==> config.mk <==
export PLATFORM = sky130hd
export DESIGN_NAME = ccl_ctrl
export DESIGN_NICKNAME = d
export VERILOG_FILES = /design/src/verilog/ccl_pkg.sv /design/src/verilog/ccl_ctrl.sv
export SDC_FILE = /design/constraint.sdc
export NUM_CORES = 1
export LEC_CHECK = 0
export BUFFER_PORTS_ARGS = -buffer_cell sky130_fd_sc_hd__buf_2
export CAP_MARGIN = 5
export CORE_ASPECT_RATIO = 0.6
export CORE_MARGIN = 2
export CORE_UTILIZATION = 65
export DETAILED_ROUTE_END_ITERATION = 10
export PLACE_DENSITY = 0.82
export SLEW_MARGIN = 25
export SYNTH_ARGS = -nofsm -noshare
export SYNTH_HDL_FRONTEND = slang
export SYNTH_SLANG_ARGS = --single-unit
==> constraint.sdc <==
create_clock -name mclk_i -period 16.8 [get_ports mclk_i]
set_clock_uncertainty 0.05 [all_clocks]
set_input_delay 4.2 -clock mclk_i [delete_from_list [all_inputs] [get_ports mclk_i]]
set_output_delay 4.2 -clock mclk_i [all_outputs]
set_load 0.01 [all_outputs]
==> src/verilog/ccl_pkg.sv <==
// Shared constants and types of the card call-in link controller.
// Assumes a byte-wide command/response transport to the card below this block.
`default_nettype none
package ccl_pkg;
	typedef enum logic [1:0] {
		CCL_IDLE   = 2'b00,
		CCL_CALLIN = 2'b01,
		CCL_COMM   = 2'b10
	} ccl_state_e;
	localparam logic [7:0] CMD_POLL       = 8'h01;
	localparam logic [7:0] CMD_REQ_DATA   = 8'h02;
	localparam logic [7:0] CMD_CENTER_RSP = 8'h03;
	localparam logic [7:0] CMD_REPORT     = 8'h04;
	localparam logic [7:0] CMD_USER_CALL  = 8'h05;
	localparam logic [15:0] INS_CALLIN     = 16'h0001;
	localparam logic [15:0] INS_DISCONNECT = 16'h0002;
	localparam logic [15:0] INS_CENTER_ERR = 16'h0003;
	localparam logic [15:0] INS_RETRIES    = 16'h0004;
	localparam logic [7:0] STS_COMPLETE     = 8'h00;
	localparam logic [7:0] STS_FAILED       = 8'h01;
	localparam logic [7:0] STS_DISCONNECTED = 8'h02;
	localparam logic [3:0] HDR_INSTR_HI = 4'h2;
	localparam logic [3:0] HDR_INSTR_LO = 4'h3;
	localparam logic [3:0] HDR_PDU      = 4'h6;
	localparam logic [3:0] HDR_FINAL    = 4'h7;
	localparam logic [3:0] HDR_DATA     = 4'h8;
	localparam logic [7:0] CMD_POS_LC   = 8'h00;
	localparam logic [7:0] CMD_POS_PDU  = 8'h01;
	localparam logic [7:0] CMD_POS_CODE = 8'h02;
	localparam logic [7:0] CMD_HDR_LEN  = 8'h03;
	localparam logic [7:0] LEN_STATUS   = 8'h01;
	localparam int         PART_BYTES   = 16;
	localparam logic [4:0] PART_FULL    = 5'h10;
	localparam int         FIFO_WIDTH   = 9;
	localparam int         FIFO_DEPTH   = 4;
	typedef struct packed {
		ccl_state_e              st;
		logic                    busy;
		logic [7:0]              kind;
		logic [7:0]              pdu;
		logic [7:0]              len;
		logic [7:0]              idx;
		logic [7:0]              status;
		logic                    cmd_v;
		logic [7:0]              cmd_d;
		logic                    cmd_l;
		logic                    rsp_rdy;
		logic [3:0]              ridx;
		logic [15:0]             instr;
		logic [7:0]              rpdu;
		logic [7:0]              rfin;
		logic                    retries;
		logic                    conn_p;
		logic                    fail_p;
		logic                    fault_p;
		logic                    drop_wait;
		logic                    dial;
		logic                    hangup;
		logic [PART_BYTES-1:0][7:0] buf_d;
		logic [4:0]              buf_cnt;
		logic                    flush;
		logic                    flush_end;
		logic [7:0]              part_no;
		logic                    ctr_rdy;
		logic                    push_v;
		logic [8:0]              push_d;
	} ccl_state_s;
endpackage : ccl_pkg
`default_nettype wire

==> src/verilog/ccl_ctrl.sv <==
// Card call-in link controller: receiver-side master of the card link.
// Assumes the card transport delivers framed command and response bytes.
//
// How it works
// Receiver is always master, card always slave; roles never swap.
// One command outstanding; its single response must end before the next.
// Each command starts with a length byte then the PDU number byte.
// Card response header: type, length, instruction, return code, PDU, final PDU.
// Card link below uses the block half-duplex type one transport.
// Nonzero final PDU: fetch next PDUs in order until PDU equals final.
// Receiver fills the PDU field in data, relay and status commands.
// Center data is cut into numbered partitions sent to the card.
// Call-in instruction while idle starts dialing and enters call-in.
// Connection made: report complete to card, enter communications.
// Dial failure: report call-in failed to card, return to idle.
// Repeated call-in instructions before the status report are dropped.
// Card reports retries exceeded after failed connection attempts.
// User call-in command is sent only after retries exceeded.
// Card asks call-in on schedule, forced message, full history or user.
// Relay card data with final PDU zero straight to the center.
// Nonzero final PDU: request data until last part, then forward; the code relays each part's data as it arrives.
// Center data reaches the card by the center-response command.
// Relayed data passes through without being interpreted.
// Card reports center communications error instead of disconnect.
// Link fault: report disconnected, hang up when card says disconnect.
// Disconnect during call-in cancels it; ignored while idle.
// Disconnect during communications hangs up and returns to idle.
// Unlisted events change nothing and send no command.
`timescale 1ns/1ps
`default_nettype none

// ----------------------------------------------------------------------------
// FIFO
// ----------------------------------------------------------------------------
module ccl_fifo #(
	parameter int WIDTH = 9,
	parameter int DEPTH = 4
) (
	input  wire logic             mclk_i,
	input  wire logic             rst_i,
	input  wire logic             in_valid_i,
	input  wire logic [WIDTH-1:0] in_data_i,
	output var  logic             in_ready_o,
	output var  logic             out_valid_o,
	output var  logic [WIDTH-1:0] out_data_o,
	input  wire logic             out_ready_i
);
	localparam int PW = $clog2(DEPTH);
	localparam int CW = $clog2(DEPTH + 1);
	localparam logic [CW-1:0] FULL = CW'(DEPTH);
	typedef struct packed {
		logic [DEPTH-1:0][WIDTH-1:0] mem;
		logic [PW-1:0]               wr;
		logic [PW-1:0]               rd;
		logic [CW-1:0]               cnt;
		logic                        rdy;
		logic                        vld;
		logic [WIDTH-1:0]            dout;
	} ccl_fifo_s;
	ccl_fifo_s f_reg;
	ccl_fifo_s f_next;
	logic push;
	logic pop;

	always_comb begin
		f_next = f_reg;
		push = in_valid_i && f_reg.rdy;
		pop = out_ready_i && (f_reg.cnt != '0);
		if (push) begin
			f_next.mem[f_reg.wr] = in_data_i;
			f_next.wr = (f_reg.wr == PW'(DEPTH - 1)) ? '0 : f_reg.wr + 1'b1;
		end
		if (pop) begin
			f_next.rd = (f_reg.rd == PW'(DEPTH - 1)) ? '0 : f_reg.rd + 1'b1;
		end
		f_next.cnt = f_reg.cnt + CW'(push) - CW'(pop);
		f_next.rdy = (f_next.cnt != FULL);
		f_next.vld = (f_next.cnt != '0);
		f_next.dout = f_next.mem[f_next.rd];
	end

	always_ff @(posedge mclk_i or posedge rst_i) begin
		if (rst_i) begin
			f_reg <= '0;
		end else begin
			f_reg <= f_next;
		end
	end

	assign in_ready_o = f_reg.rdy;
	assign out_valid_o = f_reg.vld;
	assign out_data_o = f_reg.dout;
endmodule : ccl_fifo

// ----------------------------------------------------------------------------
// Controller
// ----------------------------------------------------------------------------
module ccl_ctrl (
	input  wire logic       mclk_i,
	input  wire logic       rst_i,
	output var  logic       cmd_valid_o,
	output var  logic [7:0] cmd_data_o,
	output var  logic       cmd_last_o,
	input  wire logic       cmd_ready_i,
	input  wire logic       rsp_valid_i,
	input  wire logic [7:0] rsp_data_i,
	input  wire logic       rsp_last_i,
	output var  logic       rsp_ready_o,
	input  wire logic       poll_i,
	input  wire logic       user_callin_i,
	output var  logic       dial_o,
	input  wire logic       connected_i,
	input  wire logic       dial_fail_i,
	input  wire logic       comm_fault_i,
	output var  logic       hangup_o,
	input  wire logic       ctr_in_valid_i,
	input  wire logic [7:0] ctr_in_data_i,
	input  wire logic       ctr_in_last_i,
	output var  logic       ctr_in_ready_o,
	output var  logic       ctr_out_valid_o,
	output var  logic [7:0] ctr_out_data_o,
	output var  logic       ctr_out_last_o,
	input  wire logic       ctr_out_ready_i,
	output var  logic [1:0] state_o
);
	ccl_pkg::ccl_state_s s_reg;
	ccl_pkg::ccl_state_s s_next;
	logic                fifo_rdy;
	logic [8:0]          fifo_out;

	function automatic logic [7:0] cmd_byte(input ccl_pkg::ccl_state_s s, input logic [7:0] i);
		logic [7:0] b;
		b = s.buf_d[4'(i - ccl_pkg::CMD_HDR_LEN)];
		if (s.kind == ccl_pkg::CMD_REPORT) begin
			b = s.status;
		end
		case (i)
			ccl_pkg::CMD_POS_LC:   cmd_byte = s.len + 8'h01;
			ccl_pkg::CMD_POS_PDU:  cmd_byte = s.pdu;
			ccl_pkg::CMD_POS_CODE: cmd_byte = s.kind;
			default:               cmd_byte = b;
		endcase
	endfunction : cmd_byte

	function automatic logic relay_kind(input logic [7:0] k);
		relay_kind = (k == ccl_pkg::CMD_CENTER_RSP) || (k == ccl_pkg::CMD_REQ_DATA);
	endfunction : relay_kind

	always_comb begin
		logic        launch;
		logic        take;
		logic [15:0] ins;
		logic [7:0]  fin;
		logic [7:0]  pn;
		s_next = s_reg;
		launch = 1'b0;
		take = 1'b0;
		ins = s_reg.instr;
		fin = s_reg.rfin;
		pn = s_reg.rpdu;
		s_next.dial = 1'b0;
		s_next.hangup = 1'b0;
		s_next.conn_p = s_reg.conn_p | (connected_i && s_reg.st == ccl_pkg::CCL_CALLIN);
		s_next.fail_p = s_reg.fail_p | (dial_fail_i && s_reg.st == ccl_pkg::CCL_CALLIN);
		s_next.fault_p = s_reg.fault_p | (comm_fault_i && s_reg.st == ccl_pkg::CCL_COMM);
		if (s_reg.push_v && fifo_rdy) begin
			s_next.push_v = 1'b0;
		end
		// Command bytes leave one at a time; the response is awaited after the last.
		if (s_reg.cmd_v && cmd_ready_i) begin
			if (s_reg.cmd_l) begin
				s_next.cmd_v = 1'b0;
			end else begin
				s_next.idx = s_reg.idx + 8'h01;
				s_next.cmd_d = cmd_byte(s_reg, s_next.idx);
				s_next.cmd_l = (s_next.idx == s_reg.len + 8'h02);
			end
		end
		// Response header fields are captured by position.
		take = s_reg.rsp_rdy && rsp_valid_i;
		if (take) begin
			if (s_reg.ridx != ccl_pkg::HDR_DATA) begin
				s_next.ridx = s_reg.ridx + 4'h1;
			end
			case (s_reg.ridx)
				ccl_pkg::HDR_INSTR_HI: s_next.instr[15:8] = rsp_data_i;
				ccl_pkg::HDR_INSTR_LO: s_next.instr[7:0] = rsp_data_i;
				ccl_pkg::HDR_PDU:      s_next.rpdu = rsp_data_i;
				ccl_pkg::HDR_FINAL:    s_next.rfin = rsp_data_i;
				default:               s_next.instr = s_next.instr;
			endcase
			ins = s_next.instr;
			fin = s_next.rfin;
			pn = s_next.rpdu;
			// Payload goes to the center untouched, last byte on the final PDU.
			if (s_reg.ridx == ccl_pkg::HDR_DATA && relay_kind(s_reg.kind)
				&& s_reg.st == ccl_pkg::CCL_COMM && !s_reg.drop_wait) begin
				s_next.push_v = 1'b1;
				s_next.push_d = {rsp_last_i && (pn == fin), rsp_data_i};
			end
			if (rsp_last_i) begin
				s_next.busy = 1'b0;
				s_next.ridx = '0;
				// Multi-part answers are fetched in increasing PDU order.
				if (relay_kind(s_reg.kind) && s_reg.st == ccl_pkg::CCL_COMM
					&& fin != 8'h00 && pn != fin && !s_reg.drop_wait) begin
					s_next.kind = ccl_pkg::CMD_REQ_DATA;
					s_next.pdu = pn + 8'h01;
					s_next.len = '0;
					launch = 1'b1;
				end
				case (ins)
					ccl_pkg::INS_CALLIN: begin
						// Only an idle receiver dials; repeats are discarded.
						if (s_reg.st == ccl_pkg::CCL_IDLE) begin
							s_next.st = ccl_pkg::CCL_CALLIN;
							s_next.dial = 1'b1;
							s_next.retries = 1'b0;
						end
					end
					ccl_pkg::INS_RETRIES: s_next.retries = 1'b1;
					ccl_pkg::INS_DISCONNECT, ccl_pkg::INS_CENTER_ERR: begin
						// Cancel call-in or hang up; idle ignores it.
						if (s_reg.st != ccl_pkg::CCL_IDLE) begin
							s_next.st = ccl_pkg::CCL_IDLE;
							s_next.hangup = 1'b1;
							s_next.drop_wait = 1'b0;
							s_next.conn_p = 1'b0;
							s_next.fail_p = 1'b0;
							s_next.fault_p = 1'b0;
							s_next.buf_cnt = '0;
							s_next.flush = 1'b0;
							s_next.part_no = '0;
							launch = 1'b0;
						end
					end
					default: s_next.instr = s_next.instr;
				endcase
			end
		end
		// Center bytes are gathered into numbered partitions.
		if (s_reg.ctr_rdy && ctr_in_valid_i) begin
			s_next.buf_d[s_reg.buf_cnt[3:0]] = ctr_in_data_i;
			s_next.buf_cnt = s_reg.buf_cnt + 5'h01;
			if (ctr_in_last_i || s_next.buf_cnt == ccl_pkg::PART_FULL) begin
				s_next.flush = 1'b1;
				s_next.flush_end = ctr_in_last_i;
			end
		end
		if (!s_reg.busy && !launch) begin
			launch = 1'b1;
			s_next.len = '0;
			s_next.pdu = '0;
			if (s_reg.fail_p) begin
				s_next.fail_p = dial_fail_i && s_reg.st == ccl_pkg::CCL_CALLIN;
				s_next.kind = ccl_pkg::CMD_REPORT;
				s_next.status = ccl_pkg::STS_FAILED;
				s_next.len = ccl_pkg::LEN_STATUS;
				s_next.st = ccl_pkg::CCL_IDLE;
				s_next.conn_p = 1'b0;
			end else if (s_reg.conn_p) begin
				s_next.conn_p = connected_i && s_reg.st == ccl_pkg::CCL_CALLIN;
				s_next.kind = ccl_pkg::CMD_REPORT;
				s_next.status = ccl_pkg::STS_COMPLETE;
				s_next.len = ccl_pkg::LEN_STATUS;
				s_next.st = ccl_pkg::CCL_COMM;
			end else if (s_reg.fault_p && !s_reg.drop_wait) begin
				s_next.fault_p = comm_fault_i && s_reg.st == ccl_pkg::CCL_COMM;
				s_next.kind = ccl_pkg::CMD_REPORT;
				s_next.status = ccl_pkg::STS_DISCONNECTED;
				s_next.len = ccl_pkg::LEN_STATUS;
				s_next.drop_wait = 1'b1;
			end else if (s_reg.flush && !s_reg.drop_wait) begin
				s_next.kind = ccl_pkg::CMD_CENTER_RSP;
				s_next.len = {3'b000, s_reg.buf_cnt};
				s_next.pdu = s_reg.part_no;
				s_next.part_no = s_reg.flush_end ? 8'h00 : s_reg.part_no + 8'h01;
				s_next.flush = 1'b0;
				s_next.buf_cnt = '0;
			end else if (user_callin_i && s_reg.retries && s_reg.st == ccl_pkg::CCL_IDLE) begin
				s_next.kind = ccl_pkg::CMD_USER_CALL;
			end else if (poll_i) begin
				s_next.kind = ccl_pkg::CMD_POLL;
			end else begin
				launch = 1'b0;
			end
		end
		// Launch places the length byte first, then the PDU number.
		if (launch) begin
			s_next.busy = 1'b1;
			s_next.cmd_v = 1'b1;
			s_next.idx = ccl_pkg::CMD_POS_LC;
			s_next.cmd_d = s_next.len + 8'h01;
			s_next.cmd_l = 1'b0;
		end
		s_next.rsp_rdy = s_next.busy && !s_next.cmd_v && !s_next.push_v;
		s_next.ctr_rdy = s_next.st == ccl_pkg::CCL_COMM && !s_next.drop_wait && !s_next.busy
			&& !s_next.flush && s_next.buf_cnt != ccl_pkg::PART_FULL;
	end

	always_ff @(posedge mclk_i or posedge rst_i) begin
		if (rst_i) begin
			s_reg <= '0;
		end else begin
			s_reg <= s_next;
		end
	end

	ccl_fifo #(
		.WIDTH(ccl_pkg::FIFO_WIDTH),
		.DEPTH(ccl_pkg::FIFO_DEPTH)
	) u_fifo (
		.mclk_i     (mclk_i),
		.rst_i      (rst_i),
		.in_valid_i (s_reg.push_v),
		.in_data_i  (s_reg.push_d),
		.in_ready_o (fifo_rdy),
		.out_valid_o(ctr_out_valid_o),
		.out_data_o (fifo_out),
		.out_ready_i(ctr_out_ready_i)
	);

	assign ctr_out_data_o = fifo_out[7:0];
	assign ctr_out_last_o = fifo_out[8];
	assign cmd_valid_o = s_reg.cmd_v;
	assign cmd_data_o = s_reg.cmd_d;
	assign cmd_last_o = s_reg.cmd_l;
	assign rsp_ready_o = s_reg.rsp_rdy;
	assign ctr_in_ready_o = s_reg.ctr_rdy;
	assign dial_o = s_reg.dial;
	assign hangup_o = s_reg.hangup;
	assign state_o = s_reg.st;
endmodule : ccl_ctrl
`default_nettype wire

==> results of run 1 <==
-- through the flow --
stage,power (uW),hold WS [ps],utilization [%]
CTS,2160,440,72.9
global placement,1500,414,68.8
global route,2270,457,73.0
detailed placement,1520,423,68.8
finish,2170,439,73.0
floorplan,1340,394,-
-- power breakdown --
group	total (uW)	internal, uW	switching, uW	leakage [uW]
Clock	645	372	272	0.000462
Combinational	637	252	385	0.00331
Sequential	885	795	89.5	0.00408
Total	2170	1420	747	0.00785
-- cells in the mapped netlist (3+ instances only) --
library cell  number  area (sq um)
and2_1            13          81.3
nand2b_1           9          56.3
a21oi_1           32           160
o21ai_0           63           315
or2_2              4          25.0
a32oi_1            3          26.3
ha_1              24           300
nand2_1          111           417
a22o_1             9          78.8
nor2b_1           11          68.8
nor3_1            25           125
and3_1            10          62.6
mux2_2           210          2360
nor3b_1            7          52.6
nor2_1            84           315
inv_1             31           116
a222oi_1           8          80.1
mux2i_1           34           340
xnor2_1           36           315
dfrtp_1          299          7480
or3_1              7          43.8
o21a_1             4          30.0
or4_1              3          22.5
a31oi_1            5          31.3
buf_1              5          18.8
nor4_1             3          18.8
a22oi_1           12          90.1
a221o_1            3          30.0
o211ai_1           4          30.0
o221ai_1           5          43.8
buf_4             18           135
nand3_1           24           120
buf_6              3          33.8
o31ai_1            3          22.5
a211oi_1           9          67.6
clkbuf_1          46           173
o22ai_1            7          43.8
mux4_2            32           721
a32o_1             3          30.0
xor2_1            12           105
a21o_1             3          22.5
nand4_1            3          18.8
nand3b_1           3          22.5
-- area by class of cell --
class / count / area [sq um]
diodes: 1 / 2.50
clock buffers: 38 / 787
clock inverters: 11 / 134
fillers: 1501 / 6040
inverters: 32 / 128
multi-input cells: 869 / 7030
flip-flops and latches: 299 / 7480
well taps: 308 / 385
repair buffers: 64 / 349
-- worst min-delay path: stages, from the launching register on --
cell	delay, ps
dfrtp_1	350
nand2_1	50
o21ai_0	60
-- cells in the final DEF, fill, tap and decap left out, drive strengths merged, types with 4 or more instances in the layout --
cell    instances
dfrtp         299
mux2          211
nand2         111
nor2           84
buf            64
o21ai          63
clkbuf         38
xnor2          36
mux2i          34
inv            33
a21oi          32
mux4           32
nor3           26
nand3          24
ha             24
and2           14
xor2           12
a22oi          12
nor2b          11
and3           10
nand2b          9
a22o            9
a211oi          9
a222oi          8
nor3b           8
or2             8
or3             7
o22ai           7
clkinv          7
o221ai          5
a31oi           5
or4             5
o211ai          4
o21a            4
nand3b          4
nor4            4
-- metal layers --
| metal | up-vias | share of wire, % |
|---|---|---|
| li1 | 4623 | - |
| met1 | 5383 | 46 |
| met2 | 457 | 43 |
| met3 | 56 | 9.6 |
| met4 | 0 | 1.6 |
| met5 | - | 0 |
-- final timing paths --
path	startpoint	endpoint	slack [ps]	cells past startpoint
hold / removal	s_reg[169]	s_reg[169]	440	2
min in group asynchronous	rst_i	s_reg[93]	3700	2
setup reg to reg	s_reg[193]	ctr_in_ready_o	11980	11
hold reg to reg	s_reg[169]	s_reg[169]	440	2
max in group asynchronous	rst_i	s_reg[131]	11700	3
setup / recovery	rsp_data_i[3]	ctr_in_ready_o	9770	9
-- logic make-up (layout without fill, tap and decap cells) --
logic type,count (synthesis),in the layout,synth area share (%)
multiplexers,277,277,23.0
adder cells (fa/ha/maj),25,25,2.14
XOR/XNOR,48,48,2.81
flip-flops,299,299,50.0
AO/OA/AOI/OAI,185,185,8.06
buffers and inverters,106,145,3.28
other,0,1,0
AND/OR/NAND/NOR,334,334,10.8
==> metrics.md, run 1 <==
| Metric | Value |
|---|---|
| Status | `finished clean` |
| Synth Instances | `between 1000 and 1500` |
| Synth async-reset ratio | `100%` |
| Max H-tree Level | `1` |
| Antenna-violating nets left | `0` |
| Mapped Area | `~15000 sq um` |
| Syn Area/Cell | `roughly 12 sq um` |
| Total of max-cap violations | `0` |
| Routed vias | `10500` |
| CTS Buf Count | `27` |
| Post-cts sizing count | `0` |
| DP Worst Slack | `9290 ps` |
| First-pass detailed-route iteration total | `7` |
| Worst path bufs/invs | `1` |
| Final setup fails | `0` |
| Core Footprint | `roughly 22000 sq um` |
| Die area | `24300 sq um` |
| Vias in the first global route | `around 10000` |
| Design Area, Final | `16300 sq um` |
| Critical path class | `input pin to flip-flop` |
| Final Hold Fails | `0` |
| Port Buf Inserts | `54` |
| Site row count | `42` |
| Pwr dens | `133 nW/um^2` |
| Inst Count DP | `approximately 1600` |
| Initial core utilization | `between 60 and 70%` |
| Syn_nets | `1328` |
| Die H | `122 microns` |
| Fin crit period | `between 7000 and 8000 ps` |
| GRT overflow | `0` |
| Main synth FF type | `dfrtp_1` |
| Syn-to-layout area delta | `8.84%` |
| Cell Chain, Critical Path | `buf_2 -> mux2i_1 -> xor2_1 -> or3_1 -> nor3_2 -> o21a_1 -> a31oi_1 -> or4b_1 -> nor4_2` |
| Met2 Usage GRT | `43.9%` |
| Drt total wl | `36.4 mm` |
| Critical Path Fanout Max | `21` |
| LEAKAGE | `roughly 0.0079 uW` |
| Final slew viol count | `0` |
| Count of state elements after synthesis | `between 200 and 300` |
| Most Crowded Layer GR | `met1` |
| Unrepaired setup endpoints after global routing | `no` |
| Startpoint types | `input pin` |
| Worst hold path type | `flip-flop to flip-flop` |
| Initial antenna violation count | `1` |
| PnR worst setup slack | `around 10000 ps` |
| Register area share after synthesis | `between 40% and 50%` |
| CP Capture Type | `flip-flop` |
| Met1 Use GR | `around 50%` |
| Clock latency on the worst-skew pair | `~550 ps` |
| Largest stage delay, worst path | `a little under 700 ps` |
| Die W | `roughly 200 microns` |
| Slew margin rel. | `around 23%` |
| Nets | `1347` |
| Post-synth EDFFs | `0` |
| Fmax | `0.142 GHz` |
| CP arrival | `~7400 ps` |
| Max reg flops | `~230` |
| Reg clk slew, reported paths | `approximately 70 ps` |
| Root buffer cell | `clkbuf_16` |
| GRT Total Usage | `31.2%` |
| Post-route non-filler standard cell count | `1622` |
| Cell Area, Placed | `~15000 sq um` |
| Setup_tns | `0 ps` |
| First-pass GRT wire length | `between 50 and 60 mm` |
| DR WL/cell | `around 22 microns` |
| Vias per std cell | `~6.5` |
| Grt met3 use | `approximately 8.6%` |
| CTS sink cnt | `about 300` |
| Yosys warns | `0` |
| Fraction of final layout cells with drive strength greater than 1 | `28.4%` |
| Yosys cell types | `roughly 70` |
| DRC | `0` |
| CP required | `approximately 17000 ps` |
| Slew @ Worst Pin | `~1200 ps` |
| Top delay family on crit path | `simple AND/OR/NAND/NOR gates` |
| CTS max path bufs | `3` |
| Slowest cell on the critical path | `o21a_1` |
| Post-CTS Setup Inserts | `0` |
| CTS Hold Buffers Added | `0` |
| CTS tree | `built` |
| HPWL Detailed | `between 20 and 30 mm` |
| Final Cycle Share | `approximately two fifths` |
| I/O pin count | `55` |
| Drt first-iter violations | `around 980` |
| Largest net degree at the start of global routing | `93` |
| Peak supply drop | `0.0944 mV` |
| Routability cong. | `around 0.9` |
No activity file was read; power rests on OpenSTA's default activity.
==> run 2: changes to the inputs <==
- ABC_AREA: unset -> 1
- CORE_UTILIZATION: 65 -> 56
- PLACE_DENSITY: 0.82 -> 0.75
- clock period: 16.8 -> 5.6 ns (I/O delays scaled with it)
==> metrics.md, run 2 <==
| Metric | Value |
|---|---|
| Startpoint types | `flip-flop` |
| Slew margin rel. | `40.2%` |
| Critical Path Fanout Max | `24` |
| Synth async-reset ratio | `between 90% and 100%` |
| CP required | `roughly 6000 ps` |
| GRT Total Usage | `28.6%` |
| Antenna fix cells | `0` |
| Initial antenna violation count | `0` |
| Slowest cell on the critical path | `ha_1` |
| Pwr dens | `about 470 nW/um^2` |
| Max reg flops | `around 230` |
| Unrepaired setup endpoints after global routing | `no` |
| Largest area contributor in the netlist | `dfrtp_1` |
| Fraction of final layout cells with drive strength greater than 1 | `7.43%` |
| Drt first-iter violations | `1537` |
| Final slew viol count | `0` |
| Antenna-violating nets left | `0` |
| CTS Hold Buffers Added | `0` |
| Main synth FF type | `dfrtp_1` |
| Syn_nets | `between 1500 and 2000` |
| Yosys cell types | `50` |
| First-pass detailed-route iteration total | `5` |
| FF-to-FF setup slack | `approximately 1500 ps` |
| CTS max path bufs | `3` |
| Setup_tns | `0 ps` |
| GRT overflow | `0` |
| Count of state elements after synthesis | `approximately 300` |
| Register area share after synthesis | `49.2%` |
| Syn-to-layout area delta | `9.18%` |
| Worst Hold End | `u_fifo.f_reg[21]` |
| Port Buf Inserts | `54` |
| Status | `finished clean` |
| Cell Area, Placed | `between 15000 and 20000 sq um` |
| Post-CTS Setup Inserts | `0` |
| Reg clk slew, reported paths | `roughly 70 ps` |
| Commonest non-fill, non-tap cells in the layout | `nand2_1, dfrtp_1, o21ai_0, inv_1, nor2_1` |
| Vias in the first global route | `11600` |
| FF-to-FF path depth | `14` |
| Reg2reg end | `cmd_data_o[2]` |
| Worst hold path type | `flip-flop to flip-flop` |
| Fmax | `around 0.24 GHz` |
| Total of max-cap violations | `0` |
| Hold Path Cell Cnt | `2` |
| Slew @ Worst Pin | `about 900 ps` |
| LEAKAGE | `between 0.008 and 0.009 uW` |
| Die area | `roughly 29000 sq um` |
| Site row count | `46` |
| Final Hold Fails | `0` |
| Final setup fails | `0` |
| Post-synth EDFFs | `0` |
| Synth top area cells | `dfrtp_1, nand2_1, o21ai_0, inv_1, nor2_1` |
| Peak supply drop | `0.386 mV` |
| CTS Buf Count | `28` |
| Syn Area/Cell | `approximately 8 sq um` |
| Fin crit period | `between 4000 and 5000 ps` |
| Top-area cell type share of the netlist area | `roughly half` |
| Final Cycle Share | `around three quarters` |
| I/O pin count | `55` |
| Max H-tree Level | `1` |
| Critical path class | `flip-flop to flip-flop` |
| Routed vias | `around 13000` |
| Clock latency on the worst-skew pair | `between 500 and 600 ps` |
| Die H | `around 130 microns` |
| Cell Chain, Critical Path | `ha_1 -> nand3_4 -> o21ai_1 -> nor2_1 -> nand2_1 -> nor2_1 -> nor2_1 -> nand3_2 -> nand2_2 -> or2_1 -> nand3_4 -> or2_1 -> nand3_1 -> inv_1` |
| Design Area, Final | `between 15000 and 20000 sq um` |
| DR WL/cell | `17.7 microns` |
| Nets | `1959` |
| Largest net degree at the start of global routing | `between 150 and 200` |
| Synth cell count leaders | `nand2_1, dfrtp_1, o21ai_0, inv_1, nor2_1` |
| DRC | `0` |
| Cell mode on critical path | `nor2_1` |
| Largest stage delay, worst path | `~700 ps` |
| Worst r2r src | `s_reg[194]` |
| Yosys warns | `0` |
| Initial core utilization | `57.3%` |
| HPWL Detailed | `27.7 mm` |
| Most common cell after layout, fill and taps aside | `nand2_1` |
| Post-cts sizing count | `0` |
| CP arrival | `4520 ps` |
| Core Footprint | `approximately 27000 sq um` |
| Mapped Area | `15200 sq um` |
| CTS tree | `built` |
| Synth Instances | `roughly 1900` |
| Root buffer cell | `clkbuf_16` |
| CP Capture Type | `flip-flop` |
| Startpoint of the worst hold path | `u_fifo.f_reg[21]` |
| Vias per std cell | `between 5 and 6` |
| Most numerous cell in the Yosys netlist | `nand2_1` |
| Die W | `between 200 and 250 microns` |
| Routability cong. | `0.945` |
| Drt total wl | `approximately 40 mm` |
| First-pass GRT wire length | `65.1 mm` |
| CTS sink cnt | `approximately 300` |
run 2: cell types whose count changed after synthesis, moves of 32 or more:
cell / before / now
nand3_1: 24 / 94
nand2_1: 111 / 545
o21ai_0: 63 / 241
mux4_2: 32 / 0
nor2_1: 84 / 141
inv_1: 31 / 197
mux2_2: 210 / 0
run 2: area by class of cell:
type,count,area (sq um)
Clock buffer,41,841
Fill cell,2258,9920
Timing Repair Buffer,66,385
Tap cell,360,450
Clock inverter,9,173
Inverter,207,781
Sequential cell,299,7480
Multi-Input combinational cell,1303,6500
run 2: worst max path at each step:
| stage | from | end | slack (ps) | depth (start not counted) |
|---|---|---|---|---|
| 2_1_floorplan | rst_i | cmd_data_o[0] | 180 | 1 |
| 5_1_grt | s_reg[194] | cmd_data_o[2] | 1240 | 14 |
| 6_report | s_reg[194] | cmd_data_o[2] | 1490 | 14 |
| 4_1_cts | s_reg[194] | cmd_data_o[2] | 1590 | 14 |
| 3_3_place_gp | rsp_data_i[5] | ctr_in_ready_o | 1450 | 16 |
| 3_5_place_dp | rsp_data_i[2] | s_reg[223] | 1350 | 14 |
run 2: power breakdown:
| part | internal [uW] | switching [uW] | total [uW] | leakage [uW] |
|---|---|---|---|---|
| combinational | 932 | 2110 | 3050 | 0.00408 |
| clock | 1270 | 845 | 2110 | 0.000496 |
| sequential | 2410 | 191 | 2600 | 0.00403 |
run 2: cells by family after synthesis:
family	Yosys count	share of synthesized area, %
buffers and inverters	300	8.17
and+or+nand+nor	842	22.9
AOI/OAI and AO/OA	365	13.3
adders and majority gates	25	2.11
muxes	37	2.43
xor gates and xnor gates	34	1.96
DFF	299	49.2
run 2: critical path, delay by kind of cell, from the launching register on:
family	cells	cell delay, ps
and+or+nand+nor	11	2400
adders and majority gates	1	700
DFF	1	400
AOI/OAI and AO/OA	1	400
buffers and inverters	1	50
run 2: through the flow:
stage	instances	setup WS, ps	util, %	hold WS (ps)	total power (uW)
finish	2285	1490	62.6	426	7750
global placement	2235	1450	58.8	409	5550
global route	2285	1240	62.6	454	8260
detailed placement	2235	1350	58.8	417	5580
CTS	2285	1590	62.6	432	7710
floorplan	1902	177	-	392	4770
run 2: routing by layer:
| metal | track usage [%] | vias to the layer above | wire length [microns] |
|---|---|---|---|
| li1 | - | 6162 | - |
| met3 | 7.25 | 47 | 4250 |
| met2 | 36.3 | 568 | 15600 |
| met5 | 0 | - | 0 |
| met1 | 48.2 | 6110 | 19900 |
| met4 | 4.79 | 0 | 563 |
==> run 3: changes to the inputs <==
- clock period: 5.6 -> 3.3 ns (I/O delays scaled with it)
==> metrics.md, run 3 (synthesized netlist as in run 2, its figures left out) <==
| Metric | Value |
|---|---|
| Status | `finished clean` |
| Multi-input gate area | `between 6000 and 7000 sq um` |
| Final slew viol count | `0` |
| Cell Chain, Critical Path | `inv_1 -> ha_2 -> buf_12 -> nand2_2 -> o21ai_1 -> nand2_1 -> nor2_1 -> nand4_1 -> nand3_4 -> nand2_4 -> nand2_1 -> nand2_1 -> inv_1 -> ha_2 -> nand3_1 -> nand2_1 -> nand3_1 -> nand2_1 -> inv_1` |
| Worst path bufs/invs | `4` |
| Antenna-violating nets left | `0` |
| Pwr dens | `roughly 790 nW/um^2` |
| CTS sink cnt | `about 300` |
| Initial core utilization | `57.3%` |
| Top delay family on crit path | `simple AND/OR/NAND/NOR gates` |
| Critical path class | `flip-flop to flip-flop` |
| Fin crit period | `around 3100 ps` |
| Final Hold Fails | `0` |
| Slew margin rel. | `~50%` |
| Site row count | `46` |
| Hold Worst Slack | `331 ps` |
| Drt total wl | `roughly 40 mm` |
| Inst Count DP | `approximately 2300` |
| Post-CTS Setup Inserts | `0` |
| Routed vias | `approximately 13000` |
| FF-to-FF path depth | `19` |
| CP Capture Type | `flip-flop` |
| FF-to-FF setup slack | `250 ps` |
| Filler cells | `about 2200` |
| Reg area | `around 7500 sq um` |
| Core Footprint | `roughly 27000 sq um` |
| GRT Total Usage | `between 20% and 30%` |
| Die H | `~130 microns` |
| CTS max path bufs | `3` |
| Nets | `~2000` |
| Final Cycle Share | `about 90%` |
| DR WL/cell | `about 18 microns` |
| First-pass detailed-route iteration total | `6` |
| Total of max-cap violations | `0` |
| CP required | `3710 ps` |
| Routability cong. | `roughly 0.94` |
| Slew @ Worst Pin | `roughly 750 ps` |
| Worst hold path type | `input pin to asynchronous set/reset pin` |
| Cell Area, Placed | `between 15000 and 20000 sq um` |
| Cell mode on critical path | `nand2_1` |
| LEAKAGE | `approximately 0.009 uW` |
| CTS Hold Buffers Added | `0` |
| CTS tree | `built` |
| Syn-to-layout area delta | `11.1%` |
| I/O pin count | `55` |
| DRC | `0` |
| CTS Buf Count | `28` |
| Drt first-iter violations | `approximately 1700` |
| GRT overflow | `0` |
| Root buffer cell | `clkbuf_16` |
| Die area | `roughly 29000 sq um` |
| Max reg flops | `229` |
| Port Buf Inserts | `54` |
| Total Power | `13400 uW` |
| Post-route non-filler standard cell count | `roughly 2300` |
| Peak supply drop | `~0.60 mV` |
| Fmax | `0.328 GHz` |
| First-pass GRT wire length | `between 60 and 70 mm` |
| Initial antenna violation count | `0` |
| Design Area, Final | `roughly 17000 sq um` |
| Die W | `217 microns` |
| Largest net degree at the start of global routing | `a little over 70` |
| Largest stage delay, worst path | `around 400 ps` |
| Critical Path Fanout Max | `15` |
| Antenna fix cells | `0` |
| HPWL Detailed | `between 20 and 30 mm` |
| Startpoint types | `flip-flop` |
| Fraction of final layout cells with drive strength greater than 1 | `between 8 and 9%` |
| Final Util | `between 60% and 70%` |
| Worst r2r src | `s_reg[193]` |
| Final setup fails | `0` |
| Clock latency on the worst-skew pair | `570 ps` |
| Vias per std cell | `between 5 and 6` |
| Reg2reg end | `cmd_data_o[4]` |
| Most common cell after layout, fill and taps aside | `nand2_1` |
| CP arrival | `around 3500 ps` |
| Vias in the first global route | `between 10000 and 15000` |
| Commonest non-fill, non-tap cells in the layout | `nand2_1, dfrtp_1, o21ai_0, inv_1, nor2_1` |
| Reg clk slew, reported paths | `about 70 ps` |
| Max H-tree Level | `1` |
| Slowest cell on the critical path | `dfrtp_1` |
-- run 3: cell count changes in the layout (fill, tap and decap cells not counted), sizes merged --
cell | previous run | this run
buf | 66 | 91
clkinvlp | 2 | 1
clkbuf | 41 | 37
bufinv | 5 | 7
clkinv | 6 | 9
-- run 3: worst reg2reg max path: stages (launching register included) --
cell	delay (ps)
dfrtp_1	400
inv_1	120
ha_2	230
buf_12	150
nand2_2	140
o21ai_1	210
nand2_1	110
nor2_1	150
nand4_1	250
nand3_4	200
nand2_4	110
nand2_1	80
nand2_1	90
inv_1	100
ha_2	220
nand3_1	90
nand2_1	70
nand3_1	80
nand2_1	70
inv_1	40
-- run 3: layout make-up --
type / instances / share of cell area (%)
Clock buffer: 37 / 4.46
Clock inverter: 13 / 1.49
Inverter: 207 / 4.62
Multi-Input combinational cell: 1303 / 38.7
Sequential cell: 299 / 44.3
Tap cell: 360 / 2.66
Timing Repair Buffer: 91 / 3.83
-- run 3: metal layers --
layer | track usage [%] | wire length [microns]
met5 | 0 | 0
met4 | 5.56 | 688
met3 | 7.92 | 4190
met2 | 37.8 | 15800
met1 | 47.1 | 19800
-- run 3: repair_timing --
action | 4_1_cts | 5_1_grt
gates resized for setup | 0 | 14
endpoints found under the setup margin | 0 | 27
hold endpoints to repair | 0 | 0
-- run 3: worst max-delay path by stage --
| stage | start | to | slack [ps] | cells after the start |
|---|---|---|---|---|
| finish | s_reg[193] | cmd_data_o[4] | 250 | 19 |
| global route | s_reg[196] | cmd_data_o[4] | -2 | 19 |
| CTS | s_reg[196] | cmd_data_o[2] | 110 | 14 |
| detailed placement | rsp_data_i[7] | cmd_data_o[2] | 70 | 17 |
| global placement | rsp_data_i[2] | cmd_data_o[3] | 140 | 17 |
| floorplan | rst_i | cmd_data_o[0] | -1550 | 1 |
-- run 3: power breakdown --
part / internal (uW) / switching [uW]
combinational: 1750 / 3620
sequential: 4080 / 342
clock: 2160 / 1450
-- run 3: through the flow --
step | setup TNS [ps] | setup slack (ps)
3_5_place_dp | 0 | 65.2
5_1_grt | -2.08 | -2.08
4_1_cts | 0 | 107
6_report | 0 | 248
3_3_place_gp | 0 | 145
2_1_floorplan | -462870 | -1550
